--- config.mk ---
export PLATFORM = sky130hd
export DESIGN_NAME = pdmc_top
export DESIGN_NICKNAME = d
export VERILOG_FILES = /design/src/pkg/pdmc_pkg.sv /design/src/core/pdmc_top.sv /design/src/core/pdmc_wait_counter.sv
export VERILOG_INCLUDE_DIRS = /design/src /design/src/pkg
export SDC_FILE = /design/constraint.sdc
export NUM_CORES = 1
export LEC_CHECK = 0
export ABC_CLOCK_PERIOD_IN_PS = 2200
export BUFFER_PORTS_ARGS = -buffer_cell sky130_fd_sc_hd__buf_2
export CAP_MARGIN = 30
export CORE_MARGIN = 4
export CORE_UTILIZATION = 35
export CTS_CLUSTER_SIZE = 20
export DETAILED_ROUTE_END_ITERATION = 10
export HOLD_SLACK_MARGIN = 0.03
export MAX_ROUTING_LAYER = met4
export PLACE_DENSITY = 0.71
export SYNTH_ARGS = -nofsm -noshare
export SYNTH_HDL_FRONTEND = slang
export SYNTH_SLANG_ARGS = --single-unit
--- constraint.sdc ---
create_clock -name hclk -period 2.2 [get_ports hclk]
set_clock_uncertainty 0.05 [all_clocks]
set_input_delay 0.22 -clock hclk [delete_from_list [all_inputs] [get_ports hclk]]
set_output_delay 0.22 -clock hclk [all_outputs]
set_load 0.05 [all_outputs]
--- src/pkg/pdmc_cfg.svh ---
`ifndef PDMC_CFG_SVH
`define PDMC_CFG_SVH

// Register placement inside the slave window (byte address, low byte of haddr)
`define PDMC_REG_OFFSET     8'h00

// Field positions of power_mode_control_one
`define PDMC_STANDBY_BIT    7
`define PDMC_STS_HI         6
`define PDMC_STS_LO         4
`define PDMC_LOW_SPEED_BIT  3
`define PDMC_RSV_BIT        2
`define PDMC_MA_HI          1
`define PDMC_MA_LO          0

// Reset value: all control bits 0, reserved bit and divider bits 1
`define PDMC_RESET_VALUE    8'h07
`define PDMC_MA_RESET       2'h3

// Standby timer encodings
`define PDMC_STS_8192       3'h0
`define PDMC_STS_16384      3'h1
`define PDMC_STS_SEL2       3'h2
`define PDMC_STS_SEL3       3'h3
`define PDMC_STS_SEL4       3'h4
`define PDMC_STS_EXTCLK     3'h5
`define PDMC_STS_8          3'h6
`define PDMC_STS_16         3'h7

// Short wait lengths in states (one state is one hclk cycle)
`define PDMC_WAIT_2         18'h00002
`define PDMC_WAIT_8         18'h00008
`define PDMC_WAIT_16        18'h00010
`define PDMC_WAIT_1024      18'h00400
`define PDMC_WAIT_2048      18'h00800
`define PDMC_WAIT_4096      18'h01000

`endif

--- src/pkg/pdmc_pkg.sv ---
package pdmc_pkg;

  // Power state of the sequencer
  typedef enum logic [1:0] {
    PDMC_ACTIVE,
    PDMC_LOWPWR,
    PDMC_WAIT
  } pdmc_mode_type;

  // Wait counter state
  typedef struct packed {
    logic        busy;
    logic [17:0] cnt;
  } pdmc_cnt_type;

  // Top level state
  typedef struct packed {
    pdmc_mode_type mode;
    logic          standby_sel;
    logic [2:0]    sts;
    logic          low_speed_sel;
    logic [1:0]    ma;
    logic          wr_pend;
    logic          wr_seen;
    logic [7:0]    rdata;
    logic          hready;
    logic          lp_deep;
    logic          cpu_run;
    logic          enter_sleep;
    logic          enter_standby;
    logic          resume_sub;
  } pdmc_state_type;

endpackage

--- src/core/pdmc_top.sv ---
// Function
// - Sleep instruction enters sleep/subsleep when standby bit is 0, standby/watch when 1.
// - Three-bit standby timer in bits 6..4 sets wake wait after an interrupt ends standby or watch.
// - A non-recommended setting is honoured as programmed, possibly ending early.
// - Leaving watch mode, CPU resumes on subclock if bit 3 set, else system clock.
// - Bit 2 is reserved: always reads 1, writes ignored.
// - After reset control bits read 0 and reserved bit 2 reads 1.
// - Timer codes map to 8192,16384,1024,2048,4096,2,8,16; variant uses 32768..131072.
// - Bits 1..0 pick medium clock divider 16/32/64/128, reset to 11.
//
// Added by the designer: the register offsets and the AHB-Lite interface to the registers.
`timescale 1ns/1ps
`include "pdmc_cfg.svh"
module pdmc_top
  import pdmc_pkg::*;
#(
  parameter bit ONCHIP_OSC_VARIANT = 1'b0,  // Selects the long timer table
  parameter int WAIT_8192          = 8192,  // Wait for code 000
  parameter int WAIT_16384         = 16384, // Wait for code 001
  parameter int WAIT_32768         = 32768, // Variant wait for code 010
  parameter int WAIT_65536         = 65536, // Variant wait for code 011
  parameter int WAIT_131072        = 131072 // Variant wait for code 100
) (
  input  wire logic        hclk,              // System clock, 100 MHz
  input  wire logic        hresetn,           // Async reset, active low
  input  wire logic        hsel,              // Slave select
  input  wire logic [31:0] haddr,             // Address
  input  wire logic [1:0]  htrans,            // Transfer type
  input  wire logic        hwrite,            // Write when high
  input  wire logic [2:0]  hsize,             // Transfer size
  input  wire logic [31:0] hwdata,            // Write data
  input  wire logic        hready,            // Bus ready
  output logic [31:0]      hrdata,            // Read data
  output logic             hreadyout,         // Slave ready
  output logic             hresp,             // Response, always OKAY
  input  wire logic        sleep_exec,        // Sleep instruction executed, pulse
  input  wire logic        wake_irq,          // Interrupt ending low power, pulse
  output logic             enter_sleep,       // Enter sleep or subsleep, pulse
  output logic             enter_standby,     // Enter standby or watch, pulse
  output logic             cpu_run,           // CPU and peripherals released
  output logic             resume_subclock,   // CPU runs on subclock after watch
  output logic [1:0]       medium_div_sel     // Medium speed divider select
);

  pdmc_state_type s_q;
  pdmc_state_type s_d;
  logic           wait_start;
  logic           wait_busy;
  logic           wait_done;
  logic [17:0]    wait_len;
  logic           addr_ok;
  logic           rd_cap;
  logic           wr_cap;

  // Map the standby timer code to a number of states
  // timer code decode
  function automatic logic [17:0] pdmc_wait_states(input logic [2:0] code);
    logic [17:0] n;
    n = `PDMC_WAIT_8;
    case (code)
      `PDMC_STS_8192:   n = 18'(WAIT_8192);
      `PDMC_STS_16384:  n = 18'(WAIT_16384);
      `PDMC_STS_SEL2:   n = ONCHIP_OSC_VARIANT ? 18'(WAIT_32768) : `PDMC_WAIT_1024;
      `PDMC_STS_SEL3:   n = ONCHIP_OSC_VARIANT ? 18'(WAIT_65536) : `PDMC_WAIT_2048;
      `PDMC_STS_SEL4:   n = ONCHIP_OSC_VARIANT ? 18'(WAIT_131072) : `PDMC_WAIT_4096;
      `PDMC_STS_EXTCLK: n = `PDMC_WAIT_2;
      `PDMC_STS_8:      n = `PDMC_WAIT_8;
      `PDMC_STS_16:     n = `PDMC_WAIT_16;
      default:          n = `PDMC_WAIT_8;
    endcase
    return n;
  endfunction

  // Read image of the register, reserved bit forced high
  // reserved bit reads one
  function automatic logic [7:0] pdmc_image(input pdmc_state_type s);
    logic [7:0] v;
    v = 8'h00;
    v[`PDMC_STANDBY_BIT]        = s.standby_sel;
    v[`PDMC_STS_HI:`PDMC_STS_LO] = s.sts;
    v[`PDMC_LOW_SPEED_BIT]      = s.low_speed_sel;
    v[`PDMC_RSV_BIT]            = 1'b1;
    v[`PDMC_MA_HI:`PDMC_MA_LO]  = s.ma;
    return v;
  endfunction

  // Address phase decode; only one word is mapped, others read zero
  assign addr_ok  = (haddr[7:0] == `PDMC_REG_OFFSET);
  assign rd_cap   = hsel && hready && htrans[1] && !hwrite;
  assign wr_cap   = hsel && hready && htrans[1] && hwrite && addr_ok;
  assign wait_len = pdmc_wait_states(s_q.sts);

  // The wait only applies when the oscillator was halted (standby or watch)
  assign wait_start = (s_q.mode == PDMC_LOWPWR) && wake_irq && s_q.lp_deep;

  pdmc_wait_counter u_wait (
    .hclk    (hclk),
    .hresetn (hresetn),
    .start   (wait_start),
    .length  (wait_len),
    .busy    (wait_busy),
    .done    (wait_done)
  );

  // Next state: bus slave, register file and power sequencing
  always_comb begin
    s_d               = s_q;
    s_d.enter_sleep   = 1'b0;
    s_d.enter_standby = 1'b0;
    s_d.hready        = 1'b1;
    s_d.wr_pend       = wr_cap;
    // Write data phase; reserved bit has no storage so writes cannot touch it
    // timer field store
    if (s_q.wr_pend) begin
      s_d.standby_sel   = hwdata[`PDMC_STANDBY_BIT];
      s_d.sts           = hwdata[`PDMC_STS_HI:`PDMC_STS_LO];
      s_d.low_speed_sel = hwdata[`PDMC_LOW_SPEED_BIT];
      s_d.ma      = hwdata[`PDMC_MA_HI:`PDMC_MA_LO];
      s_d.wr_seen = 1'b1;
    end
    // Read captured from next values so a read right after a write sees it
    if (rd_cap) begin
      s_d.rdata = addr_ok ? pdmc_image(s_d) : 8'h00;
    end
    case (s_q.mode)
      PDMC_ACTIVE: begin
        if (sleep_exec) begin
          s_d.mode          = PDMC_LOWPWR;
          s_d.cpu_run       = 1'b0;
          s_d.lp_deep       = s_q.standby_sel;
          s_d.enter_standby = s_q.standby_sel;
          s_d.enter_sleep   = !s_q.standby_sel;
        end
      end
      PDMC_LOWPWR: begin
        // Sleep keeps the clock running, so resume at once
        if (wake_irq) begin
          s_d.mode       = s_q.lp_deep ? PDMC_WAIT : PDMC_ACTIVE;
          s_d.cpu_run    = !s_q.lp_deep;
          s_d.resume_sub = 1'b0;
        end
      end
      PDMC_WAIT: begin
        if (wait_done) begin
          s_d.mode       = PDMC_ACTIVE;
          s_d.cpu_run    = 1'b1;
          s_d.resume_sub = s_q.low_speed_sel;
        end
      end
      default: begin
        s_d.mode = PDMC_ACTIVE;
      end
    endcase
  end

  // State register; divider bits, hready and cpu_run come out of reset high, others low
  // reset values
  always_ff @(posedge hclk or negedge hresetn) begin
    if (!hresetn) begin
      s_q         <= '0;
      s_q.mode    <= PDMC_ACTIVE;
      s_q.ma      <= `PDMC_MA_RESET;
      s_q.hready  <= 1'b1;
      s_q.cpu_run <= 1'b1;
    end else begin
      s_q <= s_d;
    end
  end

  assign hrdata          = {24'h000000, s_q.rdata};
  assign hreadyout       = s_q.hready;
  assign hresp           = 1'b0;
  assign enter_sleep     = s_q.enter_sleep;
  assign enter_standby   = s_q.enter_standby;
  assign cpu_run         = s_q.cpu_run;
  assign resume_subclock = s_q.resume_sub;
  assign medium_div_sel  = s_q.ma;
endmodule // pdmc_top

--- src/core/pdmc_wait_counter.sv ---
`timescale 1ns/1ps
// Down counter for the clock settling wait; done is high in the cycle the last state is counted
module pdmc_wait_counter
  import pdmc_pkg::*;
(
  input  wire logic        hclk,     // System clock
  input  wire logic        hresetn,  // Async reset, active low
  input  wire logic        start,    // Load pulse
  input  wire logic [17:0] length,   // Number of states to wait
  output logic             busy,     // Counting
  output logic             done      // Last state of the wait
);

  pdmc_cnt_type c_q;
  pdmc_cnt_type c_d;

  // Load on start, then count down to one
  always_comb begin
    c_d = c_q;
    if (start) begin
      c_d.busy = 1'b1;
      c_d.cnt  = length;
    end else if (c_q.busy) begin
      c_d.cnt = c_q.cnt - 18'h00001;
      if (c_q.cnt == 18'h00001) begin
        c_d.busy = 1'b0;
      end
    end
  end

  // State register
  always_ff @(posedge hclk or negedge hresetn) begin
    if (!hresetn) begin
      c_q <= '0;
    end else begin
      c_q <= c_d;
    end
  end

  assign busy = c_q.busy;
  assign done = c_q.busy && (c_q.cnt == 18'h00001);

endmodule // pdmc_wait_counter

==> summary.txt, run 1 <==
Status
  – Status: completed

Floorplan
  – Die area: 7869 um^2
  – Initial core utilization: 0.3590
  – Core area: 6350 um^2
  – Die Ht: 88.71 um
  – Row count: 29
  – Chip width: 88.71 um
  – # IOs: 116

Cells and area
  – Multi-input logic area: 1016 um^2
  – Final nets: 340
  – Area Overhead vs Synth: 11.96%
  – Share of post-route cells with drive strength above 1: 0.2808
  – Finished Layout Cells: 337
  – FF/Latch Area: 1055 um^2
  – Fillers: 626
  – Design area: 2552 um^2
  – Diode count: 0

Power and ir drop
  – Pleak: 1.162 nW
  – Pwr Total: 2.064 mW
  – Power Dens Cells: 808.6 nW/um^2
  – Worst vdd ir: 0.4468 mV

Placed design
  – Placed Area: 2430 um^2
  – Routability cong.: 0.8656
  – Port bufs: 36
  – Placed insts: 328
  – DPL Wire Length: 3311 um
  – Dpl ws: -46.39 ps

GRT
  – Vias in the first global route: 1567
  – Initial antenna violation count: 0
  – Global route total overflow: 0
  – First-pass GRT wire length: 7072 um
  – Largest net degree at the start of global routing: 24
  – GRT Util Overall: 0.1186

Routing
  – Count of routing violations after the opening detailed-route iteration: 64
  – Post-DRT Antenna Nets: 0
  – Pre-antenna DRT Iters: 5
  – DRC Markers: 0
  – Vias per cell: 4.783
  – Vias: 1612
  – Routed wire length: 4347 um
  – Avg WL per Cell: 12.90 um

Clocking
  – Clock latency on the worst-skew pair: 300 ps
  – Reg clk slew, reported paths: 90 ps
  – Total CTS buffers: 5
  – CTS max path bufs: 2
  – Setup Fix Bufs, Post-CTS: 0
  – CTS root buffer: clkbuf_8
  – CTS H-tree depth: 2
  – CTS tree: yes
  – Clock sinks: 42

STA
  – Fin crit period: 2175 ps
  – Worst slew margin: 0.6320
  – F_max: 0.4598 GHz
  – Worst Tran Pin Value: 549.9 ps
  – Setup slack after layout: 25.36 ps
  – Max Slew Vio Count: 0
  – Period utilization: 0.9885
  – Final Hold Vio Count: 0
  – Final setup viols: 0

Yosys
  – Post-synthesis average cell area: 10.27 um^2
  – Post-synth top area share: 0.4281
  – Area contributors post-synth: dfrtp_1 (43%), buf_4 (12%), xnor2_1 (3.8%), dfstp_2 (3.5%), mux2_2 (3.5%)
  – Yosys warning total: 0
  – FFs w/ async S/R, synth: 1.000
  – #FFs+latches synth: 42
  – Netlist cell types: 38
  – Count leader, synth: dfrtp_1
  – Post-Synthesis Cells: 222
  – Top cell types by occurrence after synthesis: dfrtp_1 (39), buf_4 (36), nor2_1 (18), o21ai_0 (13), xnor2_1 (10)
  – Post-synth EDFFs: 0
  – Cell taking the most area after synthesis: dfrtp_1
  – Mapped Area: 2280 um^2
  – Register area share after synthesis: 0.4627
  – Synth Flop Type: dfrtp_1

Setup path
  – CP delay by family, top: simple AND/OR/NAND/NOR gates
  – Worst path max stage delay: 550 ps
  – CP Launch Type: flip-flop
  – Worst Path Buf+Inv: 0
  – Required @ worst endpoint: 2380 ps
  – Crit path max fanout: 6
  – CP Cell Sequence: or4_4 > or3b_4 > o31ai_4 > nand3_2 > mux2_4
  – Worst setup path class: reg -> reg
  – Arr. time, crit path: 2350 ps
  – Critical-path top delay cell: or4_4
  – Crit end category: flip-flop

Run
  – Max Cap Viol: 0

Worst hold path
  – Min-Delay Path Class: in -> reg
==> layout make-up <==
type                       instances  area share
sequential                        42      0.4132
clock buffer                       5     0.02696
clock inverter                     3    0.009804
multi-input combinational        156      0.3980
tap                               77     0.03775
timing repair buffer              47      0.1039
inverter                           7     0.01029
==> worst min-delay path: stages <==
cell and delay, ps:
buf_2 100, nand4_1 60, nor2_1 40
==> layout by cell type (no fill, tap or decap), types with 3 or more instances in the layout <==
cell type  netlist  layout
a21oi_1          5       5
a22o_1           7       7
a31oi_1          3       3
buf_2            0      36
buf_4           36      10
clkbuf_8         0       5
conb_1           2      26
dfrtp_1         39      39
dfstp_2          3       3
ha_1             5       5
inv_1            7       7
mux2_2           7       6
nand2_1          8       8
nand3_1          6       6
nand4_1          4       4
nand4b_1         5       5
nor2_1          18      18
nor3_1           6       5
nor4_1           7       6
o21ai_0         13      13
xnor2_1         10      10
xor2_1           4       4
==> power by group <==
part           internal (mW)  switching [mW]
sequential             0.880           0.107
clock                  0.229           0.284
combinational          0.202           0.362
==> metal layers <==
layer,part of all wire,vias to the layer above,global-route usage
met2,0.49,54,0.1896
li1,-,789,-
met5,0,-,-
met3,0.066,6,0.03073
met4,0.0067,0,0.03571
met1,0.43,763,0.1474
==> path summary, 6_finish.rpt <==
check	start	end	slack [ps]	cells after the start
max reg2reg	u_wait.c_q[13]$_DFFE_PN0P_	cpu_run$_DFFE_PN1P_	30	5
min reg2reg	s_q[22]$_DFF_PN0_	enter_sleep$_DFF_PN0_	410	1
max	u_wait.c_q[13]$_DFFE_PN0P_	cpu_run$_DFFE_PN1P_	30	5
max in group asynchronous	hresetn	cpu_run$_DFFE_PN1P_	1260	3
min	hwrite	s_q[15]$_DFF_PN0_	100	3
min in group asynchronous	hresetn	u_wait.c_q[6]$_DFFE_PN0P_	270	2
==> what timing repair did <==
action / in CTS / in global routing
endpoints found under the setup margin: 3 / 2
hold buffers: 1 / 0
endpoints found under the hold margin: 22 / 0
gates resized for setup: 1 / 3
==> registers in the layout, indices dropped and copies added (netlist names) <==
name and cells:
medium_div_sel 2, hrdata 8, u_wait.busy 1, resume_subclock 1, u_wait.c_q 18, enter_sleep 1
cpu_run 1, s_q 9, enter_standby 1
==> stage by stage <==
step                      hold WS, ps  utilization  TNS [ps]
after floorplan                -125.6            -         0
after global placement          38.25       0.3827    -26.02
after detailed placement        43.06       0.3827    -64.55
after CTS                       93.60       0.3994         0
after global routing            119.7       0.4020    -9.433
final                           100.1       0.4020         0
==> cells by family after synthesis <==
family	after synthesis	synth area share
xor+xnor	14	0.05378
fa+ha+maj	5	0.02744
compound gates	35	0.1059
simple gates	68	0.1641
buf+inv	48	0.1416
flops	42	0.4627
mux	8	0.04116
other cells	2	0.003294
(Power assumes the default switching activity.)
==> inputs of run 2 (changes only) <==
--- a/config.mk
+++ b/config.mk
@@ -15,7 +15,8 @@
 export DETAILED_ROUTE_END_ITERATION = 10
 export HOLD_SLACK_MARGIN = 0.03
 export MAX_ROUTING_LAYER = met4
-export PLACE_DENSITY = 0.71
+export PLACE_DENSITY = 0.69
 export SYNTH_ARGS = -nofsm -noshare
 export SYNTH_HDL_FRONTEND = slang
+export SYNTH_HIERARCHICAL = 1
 export SYNTH_SLANG_ARGS = --single-unit
==> run 2 against run 1 <==
Effect of this change:
- fmax is 0.40% higher
- power is 30% lower
- combinational power is 73% lower
- synthesized cell count is 16% higher
- hold slack better by 0.56 ps
- largest cell class is now multi-input combinational cells
- non-clock buffer count is 16 higher
- final cell count is 23% higher
==> summary.txt, run 2 <==
Power and ir drop
  – Pwr Total: 1.440 mW (-30%)
  – Comb pwr share: 0.107 (-0.166)
  – Pleak: 1.346 nW (+16%)
  – Internal power: 1.018 mW (-22%)
  – Power Dens Cells: 475.7 nW/um^2 (-41%)
  – Sw frac: 0.2931 (-0.07209)
  – Net Sw Power: 0.4221 mW (-44%)
  – Clock power share: 0.355 (+0.106)
  – Worst vdd ir: 0.3012 mV (-33%)
  – Share of power burned in registers: 0.538 (+0.060)

GRT
  – First-pass GRT wire length: 8576 um (+21%)
  – Vias in the first global route: 1864 (+19%)
  – Initial antenna violation count: 0 (unchanged)
  – Global route total overflow: 0 (unchanged)
  – GRT Util Overall: 0.1275 (+0.008881)
  – Largest net degree at the start of global routing: 27 (+13%)

Placed design
  – Routability cong.: 0.8565 (-1.1%)
  – DPL Wire Length: 3840 um (+16%)
  – Placed insts: 405 (+23%)
  – Port bufs: 36 (unchanged)

Clocking
  – CTS root buffer: clkbuf_8
  – CTS max path bufs: 2 (unchanged)
  – Reg clk slew, reported paths: 90 ps (about the same)
  – Clock sinks: 42 (unchanged)
  – Total CTS buffers: 5 (unchanged)
  – Clock latency on the worst-skew pair: 300 ps (about the same)
  – CTS tree: yes
  – CTS H-tree depth: 2 (unchanged)

Setup path
  – Worst r2r dst: s_q[23]$_DFFE_PN0P_
  – Crit path max fanout: 2 (-4)
  – Number of cells on the worst reg-to-reg path: 5 (unchanged)
  – Arr. time, crit path: 2310 ps (-40 ps)
  – CP Launch Type: flip-flop
  – Crit end category: flip-flop
  – Reg-to-Reg Start: u_wait/c_q[15]$_DFFE_PN0P_
  – Required @ worst endpoint: 2340 ps (-40 ps)
  – R2R Setup Slk: 30 ps (about the same)
  – Worst setup path class: reg -> reg

STA
  – RSZ-0062 raised after global routing: yes
  – Final setup viols: 0 (unchanged)
  – Worst slew margin: 0.6116 (-0.02041)
  – Worst Tran Pin Value: 579.5 ps (+29.58 ps)
  – Fin crit period: 2166 ps (-8.756 ps)
  – F_max: 0.4617 GHz (+0.40%)
  – Final TNS setup: 0 ps (unchanged)
  – Max Slew Vio Count: 0 (unchanged)
  – Final Hold Vio Count: 0 (unchanged)
  – Hold WS: 100.7 ps (+0.5580 ps)
  – Period utilization: 0.9845 (-0.003980)

Yosys
  – FFs w/ async S/R, synth: 1.000 (unchanged)
  – Top cell types by occurrence after synthesis: dfrtp_1 (39), buf_4 (37), nand2_1 (31), o21ai_0 (14), o21ai_1 (11)
  – Mapped Area: 2551 um^2 (+12%)
  – Area contributors post-synth: dfrtp_1 (38%), buf_4 (11%), nand2_1 (4.6%), ha_1 (3.4%), dfstp_2 (3.1%)
  – Post-synth top area share: 0.3825 (-0.04556)
  – #FFs+latches synth: 42 (unchanged)
  – Count leader, synth: dfrtp_1
  – Synth Flop Type: dfrtp_1
  – Register area share after synthesis: 0.4134 (-0.04924)
  – Cell taking the most area after synthesis: dfrtp_1
  – Post-synth EDFFs: 0 (unchanged)
  – Post-synthesis average cell area: 9.888 um^2 (-3.7%)
  – Netlist cell types: 51 (+34%)
  – Post-Synthesis Cells: 258 (+16%)
  – Yosys warning total: 6 (+6)

Cells and area
  – Diode count: 0 (unchanged)
  – Number of flip-flops in the largest register: 18 (unchanged)
  – Share of post-route cells with drive strength above 1: 0.3156 (+0.03486)
  – Commonest non-fill, non-tap cell in the layout: dfrtp_1
  – Most flops, register: u_wait/c_q
  – Most frequent cells in the layout: dfrtp_1 (39), conb_1 (36), buf_2 (36)
  – Area Overhead vs Synth: 18.64%
  – Finished Layout Cells: 416 (+23%)
  – Final nets: 402 (+18%)
  – Post-layout util: 0.4359 (+0.03389)

Routing
  – Count of routing violations after the opening detailed-route iteration: 52 (-19%)
  – Post-DRT Antenna Nets: 0 (unchanged)
  – Routed wire length: 5032 um (+16%)
  – Pre-antenna DRT Iters: 4 (-1)
  – Vias: 1866 (+16%)
  – DRC Markers: 0 (unchanged)
  – Avg WL per Cell: 12.10 um (-6.2%)
  – Vias per cell: 4.486 (-6.2%)

Status
  – Status: completed

Floorplan
  – Row count: 30 (+3.4%)
  – Core area: 6944 um^2 (+9.4%)
  – # IOs: 116 (unchanged)
  – Die area: 8719 um^2 (+11%)
  – Chip width: 93.38 um (+5.3%)
  – Initial core utilization: 0.3674 (+0.008373)
  – Die Ht: 93.38 um (+5.3%)

Worst hold path
  – Worst Hold End: s_q[15]$_DFF_PN0_
  – Min-Delay Path Class: in -> reg
  – Hold path startpoint: hwrite
  – Hold depth: 3 (unchanged)

Run
  – Max Cap Viol: 0 (unchanged)
run 2: cell types whose count changed after synthesis, moves of 5 or more:
cell | before | now
nand2_1 | 8 | 31
xnor2_1 | 10 | 5
nor4_1 | 7 | 2
o21ai_1 | 0 | 11
nor2_1 | 18 | 8
a22o_1 | 7 | 0
a21oi_1 | 5 | 0
run 2: metrics by stage:
stage          instance area, um^2  setup WS [ps]
2_1_floorplan                 2685          65.03
3_3_place_gp                  2863         -73.56
6_report                      3027          34.12
3_5_place_dp                  2863         -121.3
4_1_cts                       3027         -1.481
5_1_grt                       3027         -68.44
run 2: repair_timing:
action	CTS	global route
setup buffers	2	0
endpoints found under the setup margin	3	3
hold buffers	1	0
pin swaps	3	2
resized for setup	8	0
endpoints found under the hold margin	22	0
run 2: how the worst max path moves through the flow:
| stage | slack [ps] | to | cells after the start | start |
|---|---|---|---|---|
| floorplan | 70 | s_q[23]$_DFFE_PN0P_ | 5 | u_wait/c_q[14]$_DFFE_PN0P_ |
| detailed placement | -120 | s_q[23]$_DFFE_PN0P_ | 8 | u_wait/c_q[1]$_DFFE_PN0P_ |
| global placement | -70 | s_q[23]$_DFFE_PN0P_ | 8 | u_wait/c_q[1]$_DFFE_PN0P_ |
| finish | 30 | s_q[23]$_DFFE_PN0P_ | 5 | u_wait/c_q[15]$_DFFE_PN0P_ |
| global route | -70 | s_q[23]$_DFFE_PN0P_ | 8 | u_wait/c_q[1]$_DFFE_PN0P_ |
| CTS | -1 | s_q[23]$_DFFE_PN0P_ | 8 | u_wait/c_q[1]$_DFFE_PN0P_ |
run 2: cell families (layout without fill, tap and decap cells):
logic type | after synthesis | after routing | synth area share
simple gates | 95 | 95 | 0.2339
buf+inv | 50 | 78 | 0.1290
flops | 42 | 42 | 0.4134
compound gates | 38 | 38 | 0.09417
xor+xnor | 12 | 12 | 0.04120
mux | 12 | 12 | 0.05101
fa+ha+maj | 7 | 7 | 0.03433
other cells | 2 | 36 | 0.002944
run 2: worst max-delay path, cell delays in order (launching register included):
cell      delay [ps]
dfrtp_1          390
or4_1            590
nor4b_4          340
inv_2            100
a211oi_2         240
mux2_1           350
run 2: area by class of cell:
| cell class | count | area (um^2) |
|---|---|---|
| flip-flops and latches | 42 | 1055 |
| fillers | 700 | 3918 |
| repair buffers | 63 | 385.4 |
| clock buffers | 5 | 68.82 |
| clock inverters | 3 | 21.27 |
| well taps | 96 | 120.1 |
| inverters | 7 | 26.28 |
| multi-input cells | 200 | 1350 |
run 2: power by group through the flow:
stage | clock network [mW] | logic (mW) | registers [mW]
finish | 0.511 | 0.154 | 0.774
global route | 0.568 | 0.166 | 0.774
CTS | 0.531 | 0.155 | 0.774
detailed placement | 0 | 0.153 | 0.789
global placement | 0 | 0.153 | 0.789
floorplan | 0 | 0.144 | 0.789
run 2: metal layers:
metal | track usage | vias up | share of wire
met5 | - | - | 0
met4 | 0.04762 | 0 | 0.015
met3 | 0.02896 | 6 | 0.047
met2 | 0.2001 | 41 | 0.48
met1 | 0.1609 | 873 | 0.46
li1 | - | 946 | -
==> inputs of run 3 (changes only) <==
--- a/config.mk
+++ b/config.mk
@@ -16,6 +16,7 @@
 export HOLD_SLACK_MARGIN = 0.03
 export MAX_ROUTING_LAYER = met4
 export PLACE_DENSITY = 0.69
+export REMOVE_ABC_BUFFERS = 1
 export SYNTH_ARGS = -nofsm -noshare
 export SYNTH_HDL_FRONTEND = slang
 export SYNTH_HIERARCHICAL = 1
==> run 3 against run 2 <==
Effect of this change:
- the run now ends with negative setup slack left
- hold slack gained 8.5 ps
- via count grew 2.2%
- first-iteration DRC count grew 42%
- critical path type unchanged
==> summary.txt, run 3 (same netlist as run 2, synthesis figures left out) <==
Cells and area
  – Diode count: 0 (unchanged)
  – Most flops, register: u_wait/c_q
  – Number of flip-flops in the largest register: 18 (unchanged)
  – Final nets: 407 (+1.2%)
  – Most frequent cells in the layout: dfrtp_1 (39), conb_1 (36), buf_2 (36)
  – Area Overhead vs Synth: 21.29%
  – Design area: 3094 um^2 (+2.2%)
  – Share of post-route cells with drive strength above 1: 0.3323 (+0.01668)
  – Post-layout util: 0.4456 (+0.009730)
  – Fillers: 647 (-7.6%)
  – Commonest non-fill, non-tap cell in the layout: dfrtp_1

Clocking
  – CTS H-tree depth: 2 (unchanged)
  – CTS max path bufs: 2 (unchanged)
  – CTS tree: yes
  – Reg clk slew, reported paths: 90 ps (about the same)
  – Clock latency on the worst-skew pair: 300 ps (about the same)
  – Clock sinks: 42 (unchanged)
  – CTS root buffer: clkbuf_8
  – Total CTS buffers: 5 (unchanged)

GRT
  – Initial antenna violation count: 0 (unchanged)
  – Vias in the first global route: 1845 (-1.0%)
  – Global route total overflow: 0 (unchanged)
  – Largest net degree at the start of global routing: 38 (+41%)
  – First-pass GRT wire length: 8211 um (-4.3%)
  – GRT Util Overall: 0.1206 (-0.006906)

Routing
  – Routed wire length: 4928 um (-2.1%)
  – Post-DRT Antenna Nets: 0 (unchanged)
  – Count of routing violations after the opening detailed-route iteration: 74 (+42%)
  – DRC Markers: 0 (unchanged)
  – Vias: 1907 (+2.2%)
  – Pre-antenna DRT Iters: 4 (unchanged)
  – Avg WL per Cell: 11.71 um (-3.2%)
  – Vias per cell: 4.530 (+0.98%)

Placed design
  – Routability cong.: 0.7786 (-9.1%)
  – Port bufs: 36 (unchanged)
  – Placed Area: 2877 um^2 (+0.48%)
  – DPL Wire Length: 3565 um (-7.2%)

Floorplan
  – Chip width: 93.38 um (unchanged)
  – # IOs: 116 (unchanged)
  – Core area: 6944 um^2 (unchanged)
  – Die Ht: 93.38 um (unchanged)
  – Initial core utilization: 0.3674 (unchanged)
  – Die area: 8719 um^2 (unchanged)
  – Row count: 30 (unchanged)

Setup path
  – Required @ worst endpoint: 2340 ps (about the same)
  – Worst setup path class: reg -> reg
  – Worst path max stage delay: 390 ps (-200 ps)
  – Crit end category: flip-flop
  – Reg-to-Reg Start: u_wait/c_q[1]$_DFFE_PN0P_
  – R2R Setup Slk: -30 ps (-60 ps)
  – Crit path max fanout: 2 (unchanged)
  – CP Cell Sequence: inv_2 > ha_4 > nor4b_4 > nand4_1 > nor4b_2 > buf_4 > inv_4 > a211oi_4 > mux2_4
  – CP Launch Type: flip-flop
  – Worst setup path startpoint: u_wait/c_q[1]$_DFFE_PN0P_
  – Critical-path top delay cell: dfrtp_1
  – Arr. time, crit path: 2370 ps (+60 ps)
  – Number of cells on the worst reg-to-reg path: 9 (+4)

Worst hold path
  – Hold path startpoint: hwrite
  – Hold depth: 3 (unchanged)
  – Min-Delay Path Class: in -> reg

STA
  – Final Hold Vio Count: 0 (unchanged)
  – RSZ-0062 raised after global routing: yes
  – Setup slack after layout: -28.21 ps (-62.33 ps)
  – Fin crit period: 2228 ps (+62.33 ps)
  – Final setup viols: 2 (+2)
  – Period utilization: 1.013 (+0.02833)
  – F_max: 0.4488 GHz (-2.8%)
  – Max Slew Vio Count: 0 (unchanged)
  – Worst slew margin: 0.5732 (-0.03839)
  – Worst Tran Pin Value: 640.2 ps (+60.66 ps)

Run
  – Max Cap Viol: 0 (unchanged)

Status
  – Status: finished, violations left
  – Failing checks: negative setup slack

Power and ir drop
  – Worst vdd ir: 0.2853 mV (-5.3%)
  – Pleak: 1.381 nW (+2.5%)
  – Power Dens Cells: 460.8 nW/um^2 (-3.1%)
run 3: worst paths after layout:
check	endpoint
setup reg to reg	s_q[23]$_DFFE_PN0P_
max in group asynchronous	u_wait/c_q[6]$_DFFE_PN0P_
setup / recovery	s_q[23]$_DFFE_PN0P_
min in group asynchronous	s_q[22]$_DFF_PN0_
hold / removal	s_q[15]$_DFF_PN0_
hold reg to reg	enter_sleep$_DFF_PN0_
run 3: final cells by class:
class	instances	area, um^2	share of cell area
Tap cell	96	120.1	0.03882
Multi-Input combinational cell	200	1365	0.4412
Clock inverter	3	21.27	0.006874
Sequential cell	42	1055	0.3409
Inverter	7	28.78	0.009300
Timing Repair Buffer	68	435.4	0.1407
Clock buffer	5	68.82	0.02224
run 3: worst max-delay path: cells and delay by family (launching register included):
family / cells / cell delay (ps)
DFF: 1 / 390
and+or+nand+nor: 3 / 660
buffers and inverters: 3 / 300
AOI/OAI and AO/OA: 1 / 260
adders and majority gates: 1 / 120
muxes: 1 / 320
run 3: repair_timing:
action / in CTS / in global routing
endpoints found under the setup margin: 3 / 5
hold endpoints to repair: 23 / 0
gates resized for setup: 9 / 4
hold buffers: 1 / 0
buffers inserted: 3 / 3
pin swaps: 4 / 4
run 3: metal layers:
metal,vias to the layer above,wire length [um],global-route usage
li1,953,-,-
met1,897,2200,0.1495
met2,53,2360,0.1936
met3,4,325,0.02896
met4,0,42,0.04029
met5,-,0,-
run 3: per-stage QoR:
stage	cells	power [mW]	worst slack (ps)	setup TNS, ps	hold slack [ps]
after floorplan	249	0.8961	-9.062	-9.062	-125.6
after global placement	406	0.9408	-221.2	-584.9	214.3
after detailed placement	406	0.9421	-175.6	-435.1	233.6
after CTS	418	1.448	-37.74	-63.69	93.72
after global routing	421	1.496	-137.8	-502.1	112.3
final	421	1.426	-28.21	-29.46	109.2
run 3: report_power, final:
part / internal, mW / switching [mW]
clock: 0.223 / 0.274
sequential: 0.773 / 0.00122
combinational: 0.0217 / 0.133
total: 1.02 / 0.408
